==> src/logic/tmc_defs.vh <==
// Register map, field positions and reset values of the 16-bit timer/counter.
// Included by tmc_timer and the bench modules; holds definitions only.
`ifndef TMC_DEFS_VH
`define TMC_DEFS_VH

// Printed register indices; byte address is four times the index
`define TMC_IDX_FLAG 10'h00C
`define TMC_IDX_CNT_LO 10'h00E
`define TMC_IDX_CNT_HI 10'h00F
`define TMC_IDX_CTRL 10'h010
`define TMC_IDX_ENABLE 10'h08C

// Control register fields
`define TMC_CTRL_ON 0
`define TMC_CTRL_CS 1
`define TMC_CTRL_SYNC 2
`define TMC_CTRL_OSCEN 3
`define TMC_CTRL_PS_LO 4
`define TMC_CTRL_PS_HI 5
`define TMC_CTRL_WMASK 8'h3F
`define TMC_CTRL_RESET 8'h00

// Flag and enable register fields
`define TMC_FLAG_OVF 0
`define TMC_ENABLE_OVF 0
`define TMC_FLAG_RESET 1'b0
`define TMC_ENABLE_RESET 1'b0

// Compare mode code that makes a special event trigger
`define TMC_SPECIAL_TRIGGER 4'hB

// Instruction cycle phases, one pclk each
`define TMC_PHASE_TWO 2'h1
`define TMC_PHASE_FOUR 2'h3

`endif

==> src/logic/tmc_timer.v <==
// 16-bit timer/counter with prescaler, optional synchroniser and overflow request.
// Assumes an APB master on pclk; pins arrive from outside and are synchronised here.
//
// Operation
// Count upward through 0000h to FFFFh, wrap, and set overflow flag bit 0.
// Overflow request reaches the output only while enable bit 0 is set.
// Control bit 1 picks external rising edges or the instruction clock.
// Control bit 0 runs the counter; when clear the count holds.
// Bits 5:4 divide input by 1, 2, 4 or 8.
// Control bit 3 powers the low-power oscillator; otherwise it is off.
// Bit 2 bypasses synchronisation for the external source; ignored for internal.
// Control bits 7 and 6 always read as zero.
// External edges come from oscillator input when enabled, else counting pin.
// Oscillator enabled forces both oscillator pins to inputs, ignoring direction bits.
// Prescaler sits before the synchroniser, which samples its output.
// Synchronised counter mode in sleep freezes count; prescaler keeps counting.
// Synchronised mode samples prescaler output on phases two and four.
// Unsynchronised counter keeps counting in sleep; overflow request wakes the core.
// Unsynchronised mode is no time base for capture or compare.
// Byte reads of a running count always return a stable value.
// Software stops the timer before writing the count in unsynchronised mode.
// Either capture/compare unit can clear the count through a reset input.
// Special event trigger, mode code 1011, clears count without setting the flag.
// A count write coinciding with a trigger wins over the trigger.
// Writing either count byte clears the prescaler.
// Power-on reset zeroes control; count bytes are touched by no reset.
// Software reads high, low, high again and repeats on mismatch.
//
// The APB register port was chosen for this implementation.
`timescale 1ns/100ps
`include "tmc_defs.vh"
module tmc_timer #(
  parameter PRESCALE_WIDTH = 3
) (
  input wire pclk,
  input wire presetn,
  input wire psel,
  input wire penable,
  input wire pwrite,
  input wire [11:0] paddr,
  input wire [31:0] pwdata,
  output reg [31:0] prdata,
  output wire pready,
  output wire pslverr,
  input wire ext_count_pin,
  input wire osc_input_pin,
  input wire [1:0] port_c_direction,
  output wire [1:0] port_c_direction_eff,
  output wire osc_amp_enable,
  input wire sleep_mode,
  input wire [3:0] capcomp_mode_code_one,
  input wire capcomp_match_one,
  input wire [3:0] capcomp_mode_code_two,
  input wire capcomp_match_two,
  output wire [15:0] count_value,
  output wire timebase_valid,
  output wire overflow_irq,
  output wire wake_request
);

  reg [7:0] ctrl_r;
  reg flag_r;
  reg irq_en_r;
  reg [7:0] cnt_lo_r;
  reg [7:0] cnt_hi_r;
  reg [1:0] phase_r;
  reg ext_meta_r;
  reg ext_sync_r;
  reg osc_meta_r;
  reg osc_sync_r;
  reg samp_r;
  reg div_d_r;
  reg [31:0] rdata_nxt;
  reg map_hit;

  wire [9:0] reg_idx;
  wire addr_ok;
  wire wr_en;
  wire rd_setup;
  wire wr_ctrl;
  wire wr_flag;
  wire wr_enable;
  wire wr_lo;
  wire wr_hi;
  wire timer_on;
  wire clock_source_select;
  wire sync_bypass;
  wire oscillator_enable;
  wire [1:0] prescale_select;
  wire async_mode;
  wire ext_level;
  wire int_level;
  wire src_level;
  wire div_level;
  wire phase_two;
  wire phase_four;
  wire sample_en;
  wire sync_rise;
  wire async_rise;
  wire count_tick;
  wire inc;
  wire wrap;
  wire special_trigger;
  wire [1:0] unit_match;
  wire [7:0] unit_mode;
  wire [1:0] unit_trigger;

  // Word-aligned index; low address bits must be zero
  assign reg_idx = paddr[11:2];
  assign addr_ok = (paddr[1:0] == 2'b00);
  assign wr_en = psel & penable & pwrite;
  assign rd_setup = psel & ~penable & ~pwrite;
  assign wr_ctrl = wr_en & addr_ok & (reg_idx == `TMC_IDX_CTRL);
  assign wr_flag = wr_en & addr_ok & (reg_idx == `TMC_IDX_FLAG);
  assign wr_enable = wr_en & addr_ok & (reg_idx == `TMC_IDX_ENABLE);
  assign wr_lo = wr_en & addr_ok & (reg_idx == `TMC_IDX_CNT_LO);
  assign wr_hi = wr_en & addr_ok & (reg_idx == `TMC_IDX_CNT_HI);

  // Zero wait states; unmapped addresses answer with an error
  assign pready = 1'b1;

  always @* begin
    case (reg_idx)
      `TMC_IDX_FLAG: map_hit = addr_ok;
      `TMC_IDX_CNT_LO: map_hit = addr_ok;
      `TMC_IDX_CNT_HI: map_hit = addr_ok;
      `TMC_IDX_CTRL: map_hit = addr_ok;
      `TMC_IDX_ENABLE: map_hit = addr_ok;
      default: map_hit = 1'b0;
    endcase
  end

  assign pslverr = psel & penable & ~map_hit;

  assign timer_on = ctrl_r[`TMC_CTRL_ON];
  assign clock_source_select = ctrl_r[`TMC_CTRL_CS];
  assign sync_bypass = ctrl_r[`TMC_CTRL_SYNC];
  assign oscillator_enable = ctrl_r[`TMC_CTRL_OSCEN];
  assign prescale_select = ctrl_r[`TMC_CTRL_PS_HI:`TMC_CTRL_PS_LO];

  // Bypass only matters with the external source selected
  assign async_mode = clock_source_select & sync_bypass;

  // Oscillator amplifier is unpowered when disabled to save drain
  assign osc_amp_enable = oscillator_enable;

  assign port_c_direction_eff = oscillator_enable ? 2'b11 : port_c_direction;

  assign timebase_valid = ~async_mode;

  // Control register: only power-on reset clears it
  always @(posedge pclk or negedge presetn) begin
    if (!presetn) begin
      ctrl_r <= `TMC_CTRL_RESET;
      irq_en_r <= `TMC_ENABLE_RESET;
    end else begin
      if (wr_ctrl) begin
        ctrl_r <= pwdata[7:0] & `TMC_CTRL_WMASK;
      end
      if (wr_enable) begin
        irq_en_r <= pwdata[`TMC_ENABLE_OVF];
      end
    end
  end

  // Pin synchronisers; first stages feed only second stages
  always @(posedge pclk or negedge presetn) begin
    if (!presetn) begin
      ext_meta_r <= 1'b0;
      ext_sync_r <= 1'b0;
      osc_meta_r <= 1'b0;
      osc_sync_r <= 1'b0;
    end else begin
      ext_meta_r <= ext_count_pin;
      ext_sync_r <= ext_meta_r;
      osc_meta_r <= osc_input_pin;
      osc_sync_r <= osc_meta_r;
    end
  end

  // Four-phase instruction cycle from pclk
  always @(posedge pclk or negedge presetn) begin
    if (!presetn) begin
      phase_r <= 2'b00;
    end else begin
      phase_r <= phase_r + 2'b01;
    end
  end

  assign phase_two = (phase_r == `TMC_PHASE_TWO);
  assign phase_four = (phase_r == `TMC_PHASE_FOUR);

  assign ext_level = oscillator_enable ? osc_sync_r : ext_sync_r;
  // Instruction clock is a quarter of pclk
  assign int_level = phase_r[1];
  assign src_level = clock_source_select ? ext_level : int_level;

  // Prescaler after the pin synchronisers, ahead of the sampling synchroniser; keeps running in sleep
  tmc_prescaler #(
    .WIDTH(PRESCALE_WIDTH)
  ) u_prescaler (
    .pclk(pclk),
    .presetn(presetn),
    .src_level(src_level),
    .clear(wr_lo | wr_hi),
    .sel(prescale_select),
    .div_level(div_level)
  );

  // Synchronised path samples prescaler output twice per instruction cycle
  assign sample_en = (phase_two | phase_four) & ~sleep_mode;

  // Sample freezes in sleep; a level already high on wake counts once
  always @(posedge pclk or negedge presetn) begin
    if (!presetn) begin
      samp_r <= 1'b0;
      div_d_r <= 1'b0;
    end else begin
      div_d_r <= div_level;
      if (sample_en) begin
        samp_r <= div_level;
      end
    end
  end

  assign sync_rise = sample_en & div_level & ~samp_r;
  // Unsynchronised path follows every prescaler rising edge, sleep or not
  assign async_rise = div_level & ~div_d_r;
  assign count_tick = async_mode ? async_rise : sync_rise;
  assign inc = count_tick & timer_on;
  assign wrap = inc & (cnt_hi_r == 8'hFF) & (cnt_lo_r == 8'hFF);

  // Only compare units in special-event mode may clear the count
  assign unit_match = {capcomp_match_two, capcomp_match_one};
  assign unit_mode = {capcomp_mode_code_two, capcomp_mode_code_one};

  // One decoder per capture/compare unit; other compare modes never touch the count
  genvar u;
  generate
    for (u = 0; u < 2; u = u + 1) begin : g_unit
      assign unit_trigger[u] = unit_match[u] & (unit_mode[4*u+3:4*u] == `TMC_SPECIAL_TRIGGER);
    end
  endgenerate

  assign special_trigger = |unit_trigger;

  // Count bytes carry no reset; a write, then a trigger, then an increment
  // Count is unknown until software has written both bytes or a trigger clears it
  always @(posedge pclk) begin
    if (wr_lo | wr_hi) begin
      if (wr_lo) begin
        cnt_lo_r <= pwdata[7:0];
      end
      if (wr_hi) begin
        cnt_hi_r <= pwdata[7:0];
      end
    end else if (special_trigger) begin
      cnt_lo_r <= 8'h00;
      cnt_hi_r <= 8'h00;
    end else if (inc) begin
      cnt_lo_r <= cnt_lo_r + 8'h01;
      if (cnt_lo_r == 8'hFF) begin
        cnt_hi_r <= cnt_hi_r + 8'h01;
      end
    end
  end

  // Flag set beats a software clear in the same cycle; trigger never sets it
  always @(posedge pclk or negedge presetn) begin
    if (!presetn) begin
      flag_r <= `TMC_FLAG_RESET;
    end else if (wrap & ~(wr_lo | wr_hi) & ~special_trigger) begin
      flag_r <= 1'b1;
    end else if (wr_flag) begin
      flag_r <= pwdata[`TMC_FLAG_OVF];
    end
  end

  assign overflow_irq = flag_r & irq_en_r;
  assign wake_request = overflow_irq;
  assign count_value = {cnt_hi_r, cnt_lo_r};

  // Read data captured in the setup cycle from pclk-domain bytes, so it cannot tear
  always @* begin
    rdata_nxt = 32'h00000000;
    if (addr_ok) begin
      case (reg_idx)
        `TMC_IDX_FLAG: rdata_nxt = {31'h00000000, flag_r};
        `TMC_IDX_CNT_LO: rdata_nxt = {24'h000000, cnt_lo_r};
        `TMC_IDX_CNT_HI: rdata_nxt = {24'h000000, cnt_hi_r};
        `TMC_IDX_CTRL: rdata_nxt = {24'h000000, ctrl_r};
        `TMC_IDX_ENABLE: rdata_nxt = {31'h00000000, irq_en_r};
        default: rdata_nxt = 32'h00000000;
      endcase
    end
  end

  always @(posedge pclk or negedge presetn) begin
    if (!presetn) begin
      prdata <= 32'h00000000;
    end else if (rd_setup) begin
      prdata <= rdata_nxt;
    end
  end

endmodule

==> src/logic/tmc_prescaler.v <==
// Two-bit selectable divide-by-1/2/4/8 prescaler of the timer/counter.
// Assumes src_level is already in the pclk domain.
`timescale 1ns/100ps
module tmc_prescaler #(
  parameter WIDTH = 3
) (
  input wire pclk,
  input wire presetn,
  input wire src_level,
  input wire clear,
  input wire [1:0] sel,
  output reg div_level
);

  reg src_d_r;
  reg [WIDTH-1:0] cnt_r;
  wire src_rise;

  assign src_rise = src_level & ~src_d_r;

  // Counter stage mimics a ripple chain: bit 0 toggles at each rise of the source, each higher bit when the bit below falls
  always @(posedge pclk or negedge presetn) begin
    if (!presetn) begin
      src_d_r <= 1'b0;
      cnt_r <= {WIDTH{1'b0}};
    end else begin
      src_d_r <= src_level;
      if (clear) begin
        cnt_r <= {WIDTH{1'b0}};
      end else if (src_rise) begin
        cnt_r <= cnt_r + {{(WIDTH-1){1'b0}}, 1'b1};
      end
    end
  end

  // Output is the symmetrical tap chosen by the select field
  always @* begin
    case (sel)
      2'b00: div_level = src_level;
      2'b01: div_level = cnt_r[0];
      2'b10: div_level = cnt_r[1];
      2'b11: div_level = cnt_r[2];
      default: div_level = src_level;
    endcase
  end

endmodule

==> config.mk <==
export PLATFORM = sky130hd
export DESIGN_NAME = tmc_timer
export DESIGN_NICKNAME = d
export VERILOG_FILES = /design/src/logic/tmc_timer.v /design/src/logic/tmc_prescaler.v
export VERILOG_INCLUDE_DIRS = /design/src /design/src/logic
export SDC_FILE = /design/constraint.sdc
export NUM_CORES = 1
export LEC_CHECK = 0
export ABC_AREA = 0
export BUFFER_PORTS_ARGS = -buffer_cell sky130_fd_sc_hd__buf_2
export CORE_ASPECT_RATIO = 1.25
export CORE_MARGIN = 2
export CORE_UTILIZATION = 48
export CTS_BUF_LIST = sky130_fd_sc_hd__clkbuf_4
export DETAILED_ROUTE_END_ITERATION = 8
export GPL_ROUTABILITY_DRIVEN = 0
export GPL_TIMING_DRIVEN = 0
export HOLD_SLACK_MARGIN = 0.06
export PLACE_DENSITY = 0.93
export SKIP_CTS_REPAIR_TIMING = 1
export SLEW_MARGIN = 10
export SYNTH_ARGS = -nofsm -noshare
export SYNTH_HDL_FRONTEND = slang
export SYNTH_HIERARCHICAL = 1
export SYNTH_SLANG_ARGS = --single-unit
==> constraint.sdc <==
create_clock -name pclk -period 2.75 [get_ports pclk]
set_clock_uncertainty 0.15 [all_clocks]
set_input_delay 0.55 -clock pclk [delete_from_list [all_inputs] [get_ports pclk]]
set_output_delay 0.55 -clock pclk [all_outputs]
set_load 0.05 [all_outputs]
==> summary.txt, run 1 <==
Floorplan
  – Initial Util: roughly 49%
  – Die Height: about 85 µm
  – Core area: between 5000 and 6000 µm²
  – Die area: 5830 µm²
  – # IOs: 120
  – # rows: 29
  – DIE WIDTH: 68.7 µm

Drt
  – Routed WL: approximately 6000 µm
  – First-pass DRT Iterations: 5
  – Vias per inst: around 5.3
  – Remaining DRCs: 0
  – DR vias: 2158
  – DRT iter0 DRCs: 145
  – Post-route ant nets: 0
  – WL/cell: 14.7 µm

CTS
  – Clk slew on worst S/H paths: around 120 ps
  – Clk_lat worst skew: 360 ps
  – CTS Sinks: 44
  – CTS Buf Count: 5
  – Root Driver: clkbuf_4
  – CTS tree: built
  – Longest Clk Path Bufs: 2
  – Depth of the CTS H-tree: 2

Setup path
  – Max incr delay on CP: 470 ps
  – CP bufs+invs: 2
  – Cell-by-cell trace of the critical path: mux2i_1 > a21oi_1 > mux4_2 > inv_1 > o32ai_2 > nand3_1 > a21oi_4 > buf_4
  – Worst path top cell family by delay: compound AO/OA/AOI/OAI gates
  – Critical path class: flip-flop to flip-flop
  – Startpoint types: flip-flop
  – CP max FO: 6
  – Worst Path Required: 2680 ps
  – WP data arrival: ~2500 ps
  – CP max-delay cell: dfrtp_1
  – Critical Path End Type: flip-flop

Final layout
  – Final Util: 61.9%
  – Most common cell after layout, fill and taps aside: buf_2
  – Commonest cells after routing, fill and taps aside: buf_2 (72), buf_4 (31), nand2_1 (29)
  – Fillers: 413
  – Nets: 414
  – Non-Filler Instances: 408
  – Post-route cell area: 3140 µm²
  – Layout cells sized above 1: approximately 39%
  – Ant diodes: 0
  – Area growth from synthesis to layout: 25.1%

STA
  – Unrepaired setup endpoints after global routing: false
  – Fin. Hold Viols: 0
  – Post-route clock period utilization: 93.6%
  – FMAX: between 0.3 and 0.4 GHz
  – Number of setup violations in the final report: 0
  – Setup TNS: 0 ps
  – Relative slew slack: 58.4%
  – Final worst slack: 177 ps
  – Worst Max-Slew Pin Slew: 624 ps
  – Worst hold slack: 146 ps
  – Fin. max-slew vios: 0
  – Final period demand of the worst path: 2570 ps

Synth
  – Syn_area_per_cell: 10.5 µm²
  – Mapped cell area: 2510 µm²
  – Yosys reg bits: 44
  – Post-synthesis sequential area ratio: 47.0%
  – Ys async rst share: 63.6%
  – Number of synthesized flops with an enable pin: 16
  – Post-Syn Instances: 240
  – Syn. warnings: 6
  – Synth cell types: 41
  – Post-synth top flop: dfrtp_1

Status
  – Status: completed

Pwr
  – Worst VDD drop: 0.186 mV
  – Tot Pwr: around 1.3 mW
  – Power Density: around 400 nW/µm²
  – P_leak: 1.48 nW

Place
  – Placed insts: 395
  – I/O Buffers: 70
  – Area after DPL: 3040 µm²
  – Post-DP HPWL: 4540 µm
  – Pre-CTS WS: -80.7 ps

Global route
  – Initial antenna violation count: 0
  – Gr usage total: 20.9%
  – Number of global-route vias before repair: roughly 2000
  – Global-route wire length before repair: 9250 µm
  – Largest net degree at the start of global routing: 29
  – Total congestion overflow: 0

Min path
  – Hold Crit Class: input port to flip-flop

Run
  – Max-Cap Viols: 0
-- Yosys cell counts (5+ instances only) --
master | instances | area share [%]
nand3_1 | 9 | 1.8
buf_4 | 27 | 8.1
mux2i_1 | 7 | 2.8
a22oi_1 | 7 | 2.1
ha_1 | 5 | 2.5
inv_1 | 5 | 0.75
dfrtp_1 | 28 | 28
xor2_1 | 7 | 2.4
edfxtp_1 | 16 | 19
nor2_1 | 16 | 2.4
xnor2_1 | 7 | 2.4
nand2_1 | 29 | 4.3
o21ai_0 | 20 | 4.0
mux2_2 | 12 | 5.4
-- path summary, 6_finish.rpt --
check                               from     endpoint  slack [ps]  cells past startpoint
min reg2reg                   ext_meta_r   ext_sync_r         210                      0
max                            ctrl_r[3]  cnt_hi_r[4]         180                      8
max reg2reg                    ctrl_r[3]  cnt_hi_r[4]         180                      8
min in group asynchronous        presetn   phase_r[1]         570                      2
min                        osc_input_pin   osc_meta_r         150                      1
max in group asynchronous        presetn    ctrl_r[5]        1460                      2
-- area by class of cell --
class | instances | area (µm²) | share of cell area [%]
multi-input combinational | 185 | 1210 | 38.5
buffer | 29 | 213 | 6.76
clock inverter | 3 | 16.3 | 0.517
inverter | 5 | 18.8 | 0.597
timing repair buffer | 75 | 390 | 12.4
tap | 62 | 77.6 | 2.47
sequential | 44 | 1180 | 37.6
clock buffer | 5 | 37.5 | 1.19
-- power breakdown --
group	internal [mW]	switching [mW]	leakage (nW)	total [mW]
Clock	0.0985	0.215	0.0335	0.313
Sequential	0.694	0.0116	0.511	0.706
Combinational	0.0784	0.160	0.938	0.239
Total	0.871	0.387	1.48	1.26
-- registers in the layout, summed over array words and instances, names as in the netlist --
signal	cells
cnt_hi_r	8
cnt_lo_r	8
prdata	8
ctrl_r	6
u_prescaler/cnt_r	3
phase_r	2
div_d_r	1
ext_meta_r	1
ext_sync_r	1
flag_r	1
irq_en_r	1
osc_meta_r	1
osc_sync_r	1
samp_r	1
u_prescaler/src_d_r	1
-- logic make-up (layout without fill, tap and decap cells) --
logic type,after synthesis,after routing,synth area share (%)
AND/OR/NAND/NOR,80,80,16.9
flip-flops,44,44,47.0
buffers and inverters,34,117,9.21
multiplexers,20,20,9.06
adder cells (fa/ha/maj),5,5,2.49
XOR/XNOR,14,14,4.88
other,2,25,0.299
AO/OA/AOI/OAI,41,41,10.2
-- routing by layer --
layer  global-route usage, %  up-vias  part of all wire [%]
met3                    4.11       17                   8.4
met2                    34.2      122                    51
met4                    8.91        0                   2.5
met1                    26.6     1007                    38
li1                        -     1012                     -
met5                       0        -                     0
Note: power is estimated with default switching activity, not from simulation.
==> run 2: changes to the inputs <==
--- a/config.mk
+++ b/config.mk
@@ -10,13 +10,13 @@
 export BUFFER_PORTS_ARGS = -buffer_cell sky130_fd_sc_hd__buf_2
 export CORE_ASPECT_RATIO = 1.25
 export CORE_MARGIN = 2
-export CORE_UTILIZATION = 48
+export CORE_UTILIZATION = 43
 export CTS_BUF_LIST = sky130_fd_sc_hd__clkbuf_4
 export DETAILED_ROUTE_END_ITERATION = 8
 export GPL_ROUTABILITY_DRIVEN = 0
 export GPL_TIMING_DRIVEN = 0
 export HOLD_SLACK_MARGIN = 0.06
-export PLACE_DENSITY = 0.93
+export PLACE_DENSITY = 0.89
 export SKIP_CTS_REPAIR_TIMING = 1
 export SLEW_MARGIN = 10
 export SYNTH_ARGS = -nofsm -noshare
==> constraint.sdc (replaced) <==
create_clock -name pclk -period 2.2 [get_ports pclk]
set_clock_uncertainty 0.15 [all_clocks]
set_input_delay 0.44 -clock pclk [delete_from_list [all_inputs] [get_ports pclk]]
set_output_delay 0.44 -clock pclk [all_outputs]
set_load 0.05 [all_outputs]
==> run 2 against run 1 <==
  * The flow now finishes with violations (negative setup slack)
  * Non-clock buffer count rose by 3
  * Critical path depth fell by 1
  * Power rose by 34%
  * Utilization fell by 5.2 points
  * Sequential cell count did not move
  * Fmax rose by 10%
  * Count of clock-buffer cells in the layout did not move
  * Die area rose by 11%
  * Largest cell class unchanged
  * Highest routed layer unchanged
==> summary.txt, run 2 (synthesis gave the netlist of run 1 again) <==
Drt
  – Met3 WL: 360 µm (-28%)
  – Remaining DRCs: 0 (unchanged)
  – First-pass DRT Iterations: 4 (-1)
  – DRT iter0 DRCs: 180 (+24%)
  – Vias per inst: 5.00 (-5.6%)
  – DR vias: 2073 (-3.9%)
  – Wire length on met1: 2350 µm (+2.4%)
  – Met2 wire len: 3210 µm (+5.8%)
  – Highest routed metal layer: met4
  – Post-route ant nets: 0 (unchanged)
  – WL/cell: 14.5 µm (-1.1%)
  – Routed WL: 6010 µm (+0.55%)

Setup path
  – Critical Path End Type: flip-flop
  – R2r setup slk: -130 ps (-310 ps)
  – WP data arrival: 2220 ps (-290 ps)
  – Startpoint types: flip-flop
  – CP max FO: 8 (+2)
  – Critical path class: flip-flop to flip-flop
  – Worst Path Required: 2090 ps (-590 ps)

Final layout
  – Final Util: 56.7% (-5.2 points)
  – Nets: 417 (+0.72%)
  – Layout cells sized above 1: 41.0% (+1.7 points)
  – Most common cell after layout, fill and taps aside: buf_2
  – Top Registers: cnt_hi_r x8, cnt_lo_r x8, prdata x8
  – Area growth from synthesis to layout: 28.6%
  – Multi-input logic area: 1230 µm² (+2.0%)
  – Fillers: 498 (+21%)
  – Register area: 1180 µm² (+0.11%)
  – Ant diodes: 0 (unchanged)
  – Commonest cells after routing, fill and taps aside: buf_2 (72), buf_4 (31), nand2_1 (29)

Global route
  – Initial antenna violation count: 0 (unchanged)
  – Largest net degree at the start of global routing: 29 (unchanged)
  – Number of global-route vias before repair: 1906 (-6.1%)
  – Total congestion overflow: 0 (unchanged)
  – Global-route wire length before repair: 8980 µm (-2.9%)
  – Gr usage total: 18.2% (-2.7 points)

Floorplan
  – # rows: 31 (+6.9%)
  – Initial Util: 44.1% (-5.4 points)
  – Die area: 6470 µm² (+11%)
  – # IOs: 120 (unchanged)
  – Core area: 5700 µm² (+12%)
  – DIE WIDTH: 72.4 µm (+5.3%)
  – Die Height: 89.5 µm (+5.4%)

Pwr
  – P_leak: 1.51 nW (+1.8%)
  – Tot Pwr: 1.68 mW (+34%)
  – Power Density: 521 nW/µm² (+30%)
  – Worst VDD drop: 0.471 mV (+150%)

STA
  – Worst hold slack: 183 ps (+36.2 ps)
  – Setup TNS: -1400 ps (-1400 ps)
  – Worst Max-Slew Pin Slew: 627 ps (+3.04 ps)
  – Number of setup violations in the final report: 16 (+16)
  – Final period demand of the worst path: 2330 ps (-242 ps)
  – Relative slew slack: 58.2% (-0.20 points)
  – FMAX: 0.429 GHz (+10%)
  – Post-route clock period utilization: 106% (+12 points)
  – Fin. max-slew vios: 0 (unchanged)
  – Unrepaired setup endpoints after global routing: true
  – Fin. Hold Viols: 0 (unchanged)
  – Final worst slack: -131 ps (-308 ps)

Status
  – Violated checks: negative setup slack
  – Status: finished with violations

CTS
  – Clk slew on worst S/H paths: 130 ps (about the same)
  – Root Driver: clkbuf_4
  – Depth of the CTS H-tree: 2 (unchanged)
  – CTS Sinks: 44 (unchanged)
  – Longest Clk Path Bufs: 2 (unchanged)
  – CTS Buf Count: 5 (unchanged)
  – CTS tree: built
  – Clk_lat worst skew: 370 ps (about the same)

Place
  – Pre-CTS WS: -359 ps (-278 ps)
  – Post-DP HPWL: 4650 µm (+2.4%)
  – I/O Buffers: 70 (unchanged)

Run
  – Max-Cap Viols: 0 (unchanged)

Min path
  – Hold Crit Class: input port to flip-flop
[run 2: metrics by stage]
| step | instances | area, µm² |
|---|---|---|
| 4_1_cts | 407 | 3140 |
| 3_3_place_gp | 399 | 3060 |
| 3_5_place_dp | 399 | 3060 |
| 5_1_grt | 415 | 3230 |
| 2_1_floorplan | 263 | 2630 |
| 6_report | 415 | 3230 |
[run 2: final timing paths]
path                             from           to  depth (start not counted)
max in group asynchronous     presetn    ctrl_r[3]                          2
max                         ctrl_r[3]  cnt_hi_r[3]                          7
min in group asynchronous     presetn    prdata[6]                          2
min                         pwdata[2]    ctrl_r[2]                          2
min reg2reg                osc_meta_r   osc_sync_r                          0
max reg2reg                 ctrl_r[3]  cnt_hi_r[3]                          7
[run 2: worst max-delay path: stages (launching register included)]
cell and delay [ps]:
dfrtp_2 470, mux2i_2 160, a21oi_2 140, mux4_2 280, inv_2 60, o32ai_4 270
nand3_2 170, a21oi_4 320
[run 2: report_power, final]
part	internal, mW	switching [mW]
clock network	0.239	0.261
logic	0.0997	0.200
registers	0.868	0.0152
[run 2: layer usage]
layer  up-vias  track usage, %
met1       972            20.4
met5         -               0
met3         8            3.72
met4         0            7.58
met2        73            33.5
li1       1020               -
[run 2: layout make-up]
type,count,area share (%)
inverter,5,0.581
clock inverter,3,1.32
buffer,29,6.58
sequential,44,36.6
multi-input combinational,185,38.2
timing repair buffer,78,13.0
clock buffer,5,1.16
tap,66,2.56
==> run 3: changes to the inputs <==
--- a/config.mk
+++ b/config.mk
@@ -8,15 +8,17 @@
 export LEC_CHECK = 0
 export ABC_AREA = 0
 export BUFFER_PORTS_ARGS = -buffer_cell sky130_fd_sc_hd__buf_2
+export CELL_PAD_IN_SITES_DETAIL_PLACEMENT = 1
+export CELL_PAD_IN_SITES_GLOBAL_PLACEMENT = 1
 export CORE_ASPECT_RATIO = 1.25
 export CORE_MARGIN = 2
-export CORE_UTILIZATION = 43
+export CORE_UTILIZATION = 32
 export CTS_BUF_LIST = sky130_fd_sc_hd__clkbuf_4
 export DETAILED_ROUTE_END_ITERATION = 8
 export GPL_ROUTABILITY_DRIVEN = 0
 export GPL_TIMING_DRIVEN = 0
 export HOLD_SLACK_MARGIN = 0.06
-export PLACE_DENSITY = 0.89
+export PLACE_DENSITY = 0.9
 export SKIP_CTS_REPAIR_TIMING = 1
 export SLEW_MARGIN = 10
 export SYNTH_ARGS = -nofsm -noshare
==> run 3 against run 2 <==
  * The run still ends with negative setup slack left
  * Setup slack got worse by 53 ps
  * Count of clock-buffer cells in the layout increased by 2
  * Power decreased by 4.0%
  * Sequential share of layout area decreased by 0.31 points
  * Global-route usage decreased by 2.2 points
  * Utilization decreased by 14 points
  * Via count increased by 4.6%
  * Critical path depth increased by 1
  * Fmax decreased by 2.2%
  * Critical path type unchanged
  * Critical endpoint is now cnt_lo_r[1]
  * Largest power group unchanged
==> summary.txt, run 3 (synthesis gave the netlist of run 1 again) <==
CTS
  – CTS Sinks: 44 (unchanged)
  – Longest Clk Path Bufs: 2 (unchanged)
  – CTS Buf Count: 5 (unchanged)
  – Root Driver: clkbuf_4
  – CTS tree: built
  – Clk slew on worst S/H paths: 130 ps (about the same)
  – Depth of the CTS H-tree: 2 (unchanged)
  – Clk_lat worst skew: 370 ps (about the same)

Setup path
  – Startpoint types: flip-flop
  – WP data arrival: 2320 ps (+100 ps)
  – Worst Path Required: 2140 ps (+50 ps)
  – Cell-by-cell trace of the critical path: mux2i_1 > a21oi_2 > mux4_2 > inv_2 > o32ai_4 > nand2_2 > a22oi_2 > buf_12
  – Critical path class: flip-flop to flip-flop
  – CP max-delay cell: dfrtp_2
  – Critical Path End Type: flip-flop
  – Max incr delay on CP: 470 ps (about the same)
  – CP max FO: 8 (unchanged)

Floorplan
  – # rows: 36 (+16%)
  – # IOs: 120 (unchanged)
  – Die area: 8580 µm² (+33%)
  – Initial Util: 32.6% (-11 points)
  – Core area: 7700 µm² (+35%)
  – DIE WIDTH: 83.3 µm (+15%)
  – Die Height: 103 µm (+15%)

Drt
  – First-pass DRT Iterations: 4 (unchanged)
  – Routed WL: 7210 µm (+20%)
  – DR vias: 2168 (+4.6%)
  – Post-route ant nets: 0 (unchanged)
  – Vias per inst: 4.88 (-2.2%)
  – WL/cell: 16.2 µm (+12%)
  – DRT iter0 DRCs: 111 (-38%)
  – Remaining DRCs: 0 (unchanged)

Pwr
  – Tot Pwr: 1.61 mW (-4.0%)
  – Worst VDD drop: 0.188 mV (-60%)
  – P_leak: 1.50 nW (-0.43%)
  – Power Density: 495 nW/µm² (-4.8%)

Final layout
  – Layout cells sized above 1: 41.0% (unchanged)
  – Area growth from synthesis to layout: 29.7%
  – Ant diodes: 0 (unchanged)
  – Nets: 417 (unchanged)
  – Most common cell after layout, fill and taps aside: buf_2
  – Commonest cells after routing, fill and taps aside: buf_2 (71), buf_4 (31), nand2_1 (28)
  – Top Registers: cnt_hi_r x8, cnt_lo_r x8, prdata x8

Global route
  – Global-route wire length before repair: 10900 µm (+21%)
  – Gr usage total: 16.0% (-2.2 points)
  – Total congestion overflow: 0 (unchanged)
  – Largest net degree at the start of global routing: 29 (unchanged)
  – Initial antenna violation count: 0 (unchanged)
  – Number of global-route vias before repair: 2256 (+18%)

STA
  – Final worst slack: -184 ps (-52.8 ps)
  – Setup TNS: -2710 ps (-1310 ps)
  – Unrepaired setup endpoints after global routing: true
  – Fin. Hold Viols: 0 (unchanged)
  – Relative slew slack: 56.5% (-1.7 points)
  – Post-route clock period utilization: 108% (+2.4 points)
  – Final period demand of the worst path: 2380 ps (+52.8 ps)
  – Worst Max-Slew Pin Slew: 653 ps (+26.0 ps)
  – FMAX: 0.419 GHz (-2.2%)
  – Number of setup violations in the final report: 16 (unchanged)
  – Worst hold slack: 161 ps (-21.5 ps)
  – Fin. max-slew vios: 0 (unchanged)

Min path
  – Hold Crit Class: input port to flip-flop

Place
  – I/O Buffers: 70 (unchanged)
  – Post-DP HPWL: 5410 µm (+16%)
  – Pre-CTS WS: -414 ps (-54.6 ps)

Status
  – Status: finished with violations
  – Violated checks: negative setup slack

Run
  – Max-Cap Viols: 0 (unchanged)
run 3: changes by cell type in the layout (fill, tap and decap cells not counted), sizes merged:
cell / change
buf: -1
bufinv: -1
clkbuf: +3
inv: -1
run 3: power breakdown:
group          switching (mW)  internal [mW]  total, mW
Combinational           0.206          0.102      0.308
Clock                   0.268          0.153      0.422
Sequential             0.0175          0.868      0.885
run 3: critical path, delay by kind of cell (launching register included):
kind | cells | cell delay [ps]
AO/OA/AOI/OAI | 3 | 700
buffers and inverters | 2 | 220
flip-flops | 1 | 470
multiplexers | 2 | 450
AND/OR/NAND/NOR | 1 | 110
run 3: cell type report:
| type | instances | area (µm²) |
|---|---|---|
| Clock buffer | 7 | 52.6 |
| Tap cell | 95 | 119 |
| Multi-Input combinational cell | 185 | 1230 |
| Sequential cell | 44 | 1180 |
| Fill cell | 943 | 4440 |
| Inverter | 5 | 18.8 |
| Clock inverter | 1 | 8.76 |
| Buffer | 29 | 215 |
| Timing Repair Buffer | 78 | 430 |
run 3: worst paths after layout:
kind / cells after the start / endpoint / start / slack, ps
hold reg to reg: 0 / ext_sync_r / ext_meta_r / 220
min in group asynchronous: 2 / phase_r[1] / presetn / 470
max in group asynchronous: 2 / ctrl_r[3] / presetn / 970
setup / recovery: 8 / cnt_lo_r[1] / ctrl_r[3] / -180
setup reg to reg: 8 / cnt_lo_r[1] / ctrl_r[3] / -180
hold / removal: 2 / ctrl_r[2] / pwdata[2] / 160
run 3: metal layers:
| layer | up-vias | GRT usage [%] | wire (µm) |
|---|---|---|---|
| met5 | - | 0 | 0 |
| met4 | 0 | 7.31 | 111 |
| met3 | 7 | 2.40 | 381 |
| met2 | 71 | 29.8 | 3930 |
| met1 | 1076 | 18.2 | 2790 |
| li1 | 1014 | - | - |
run 3: per-stage QoR:
step / cells / area [µm²] / util (%)
final: 444 / 3260 / 42.3
after global routing: 444 / 3260 / 42.3
after CTS: 436 / 3160 / 41.0
after detailed placement: 428 / 3100 / 40.2
after global placement: 428 / 3100 / 40.2
after floorplan: 263 / 2630 / -
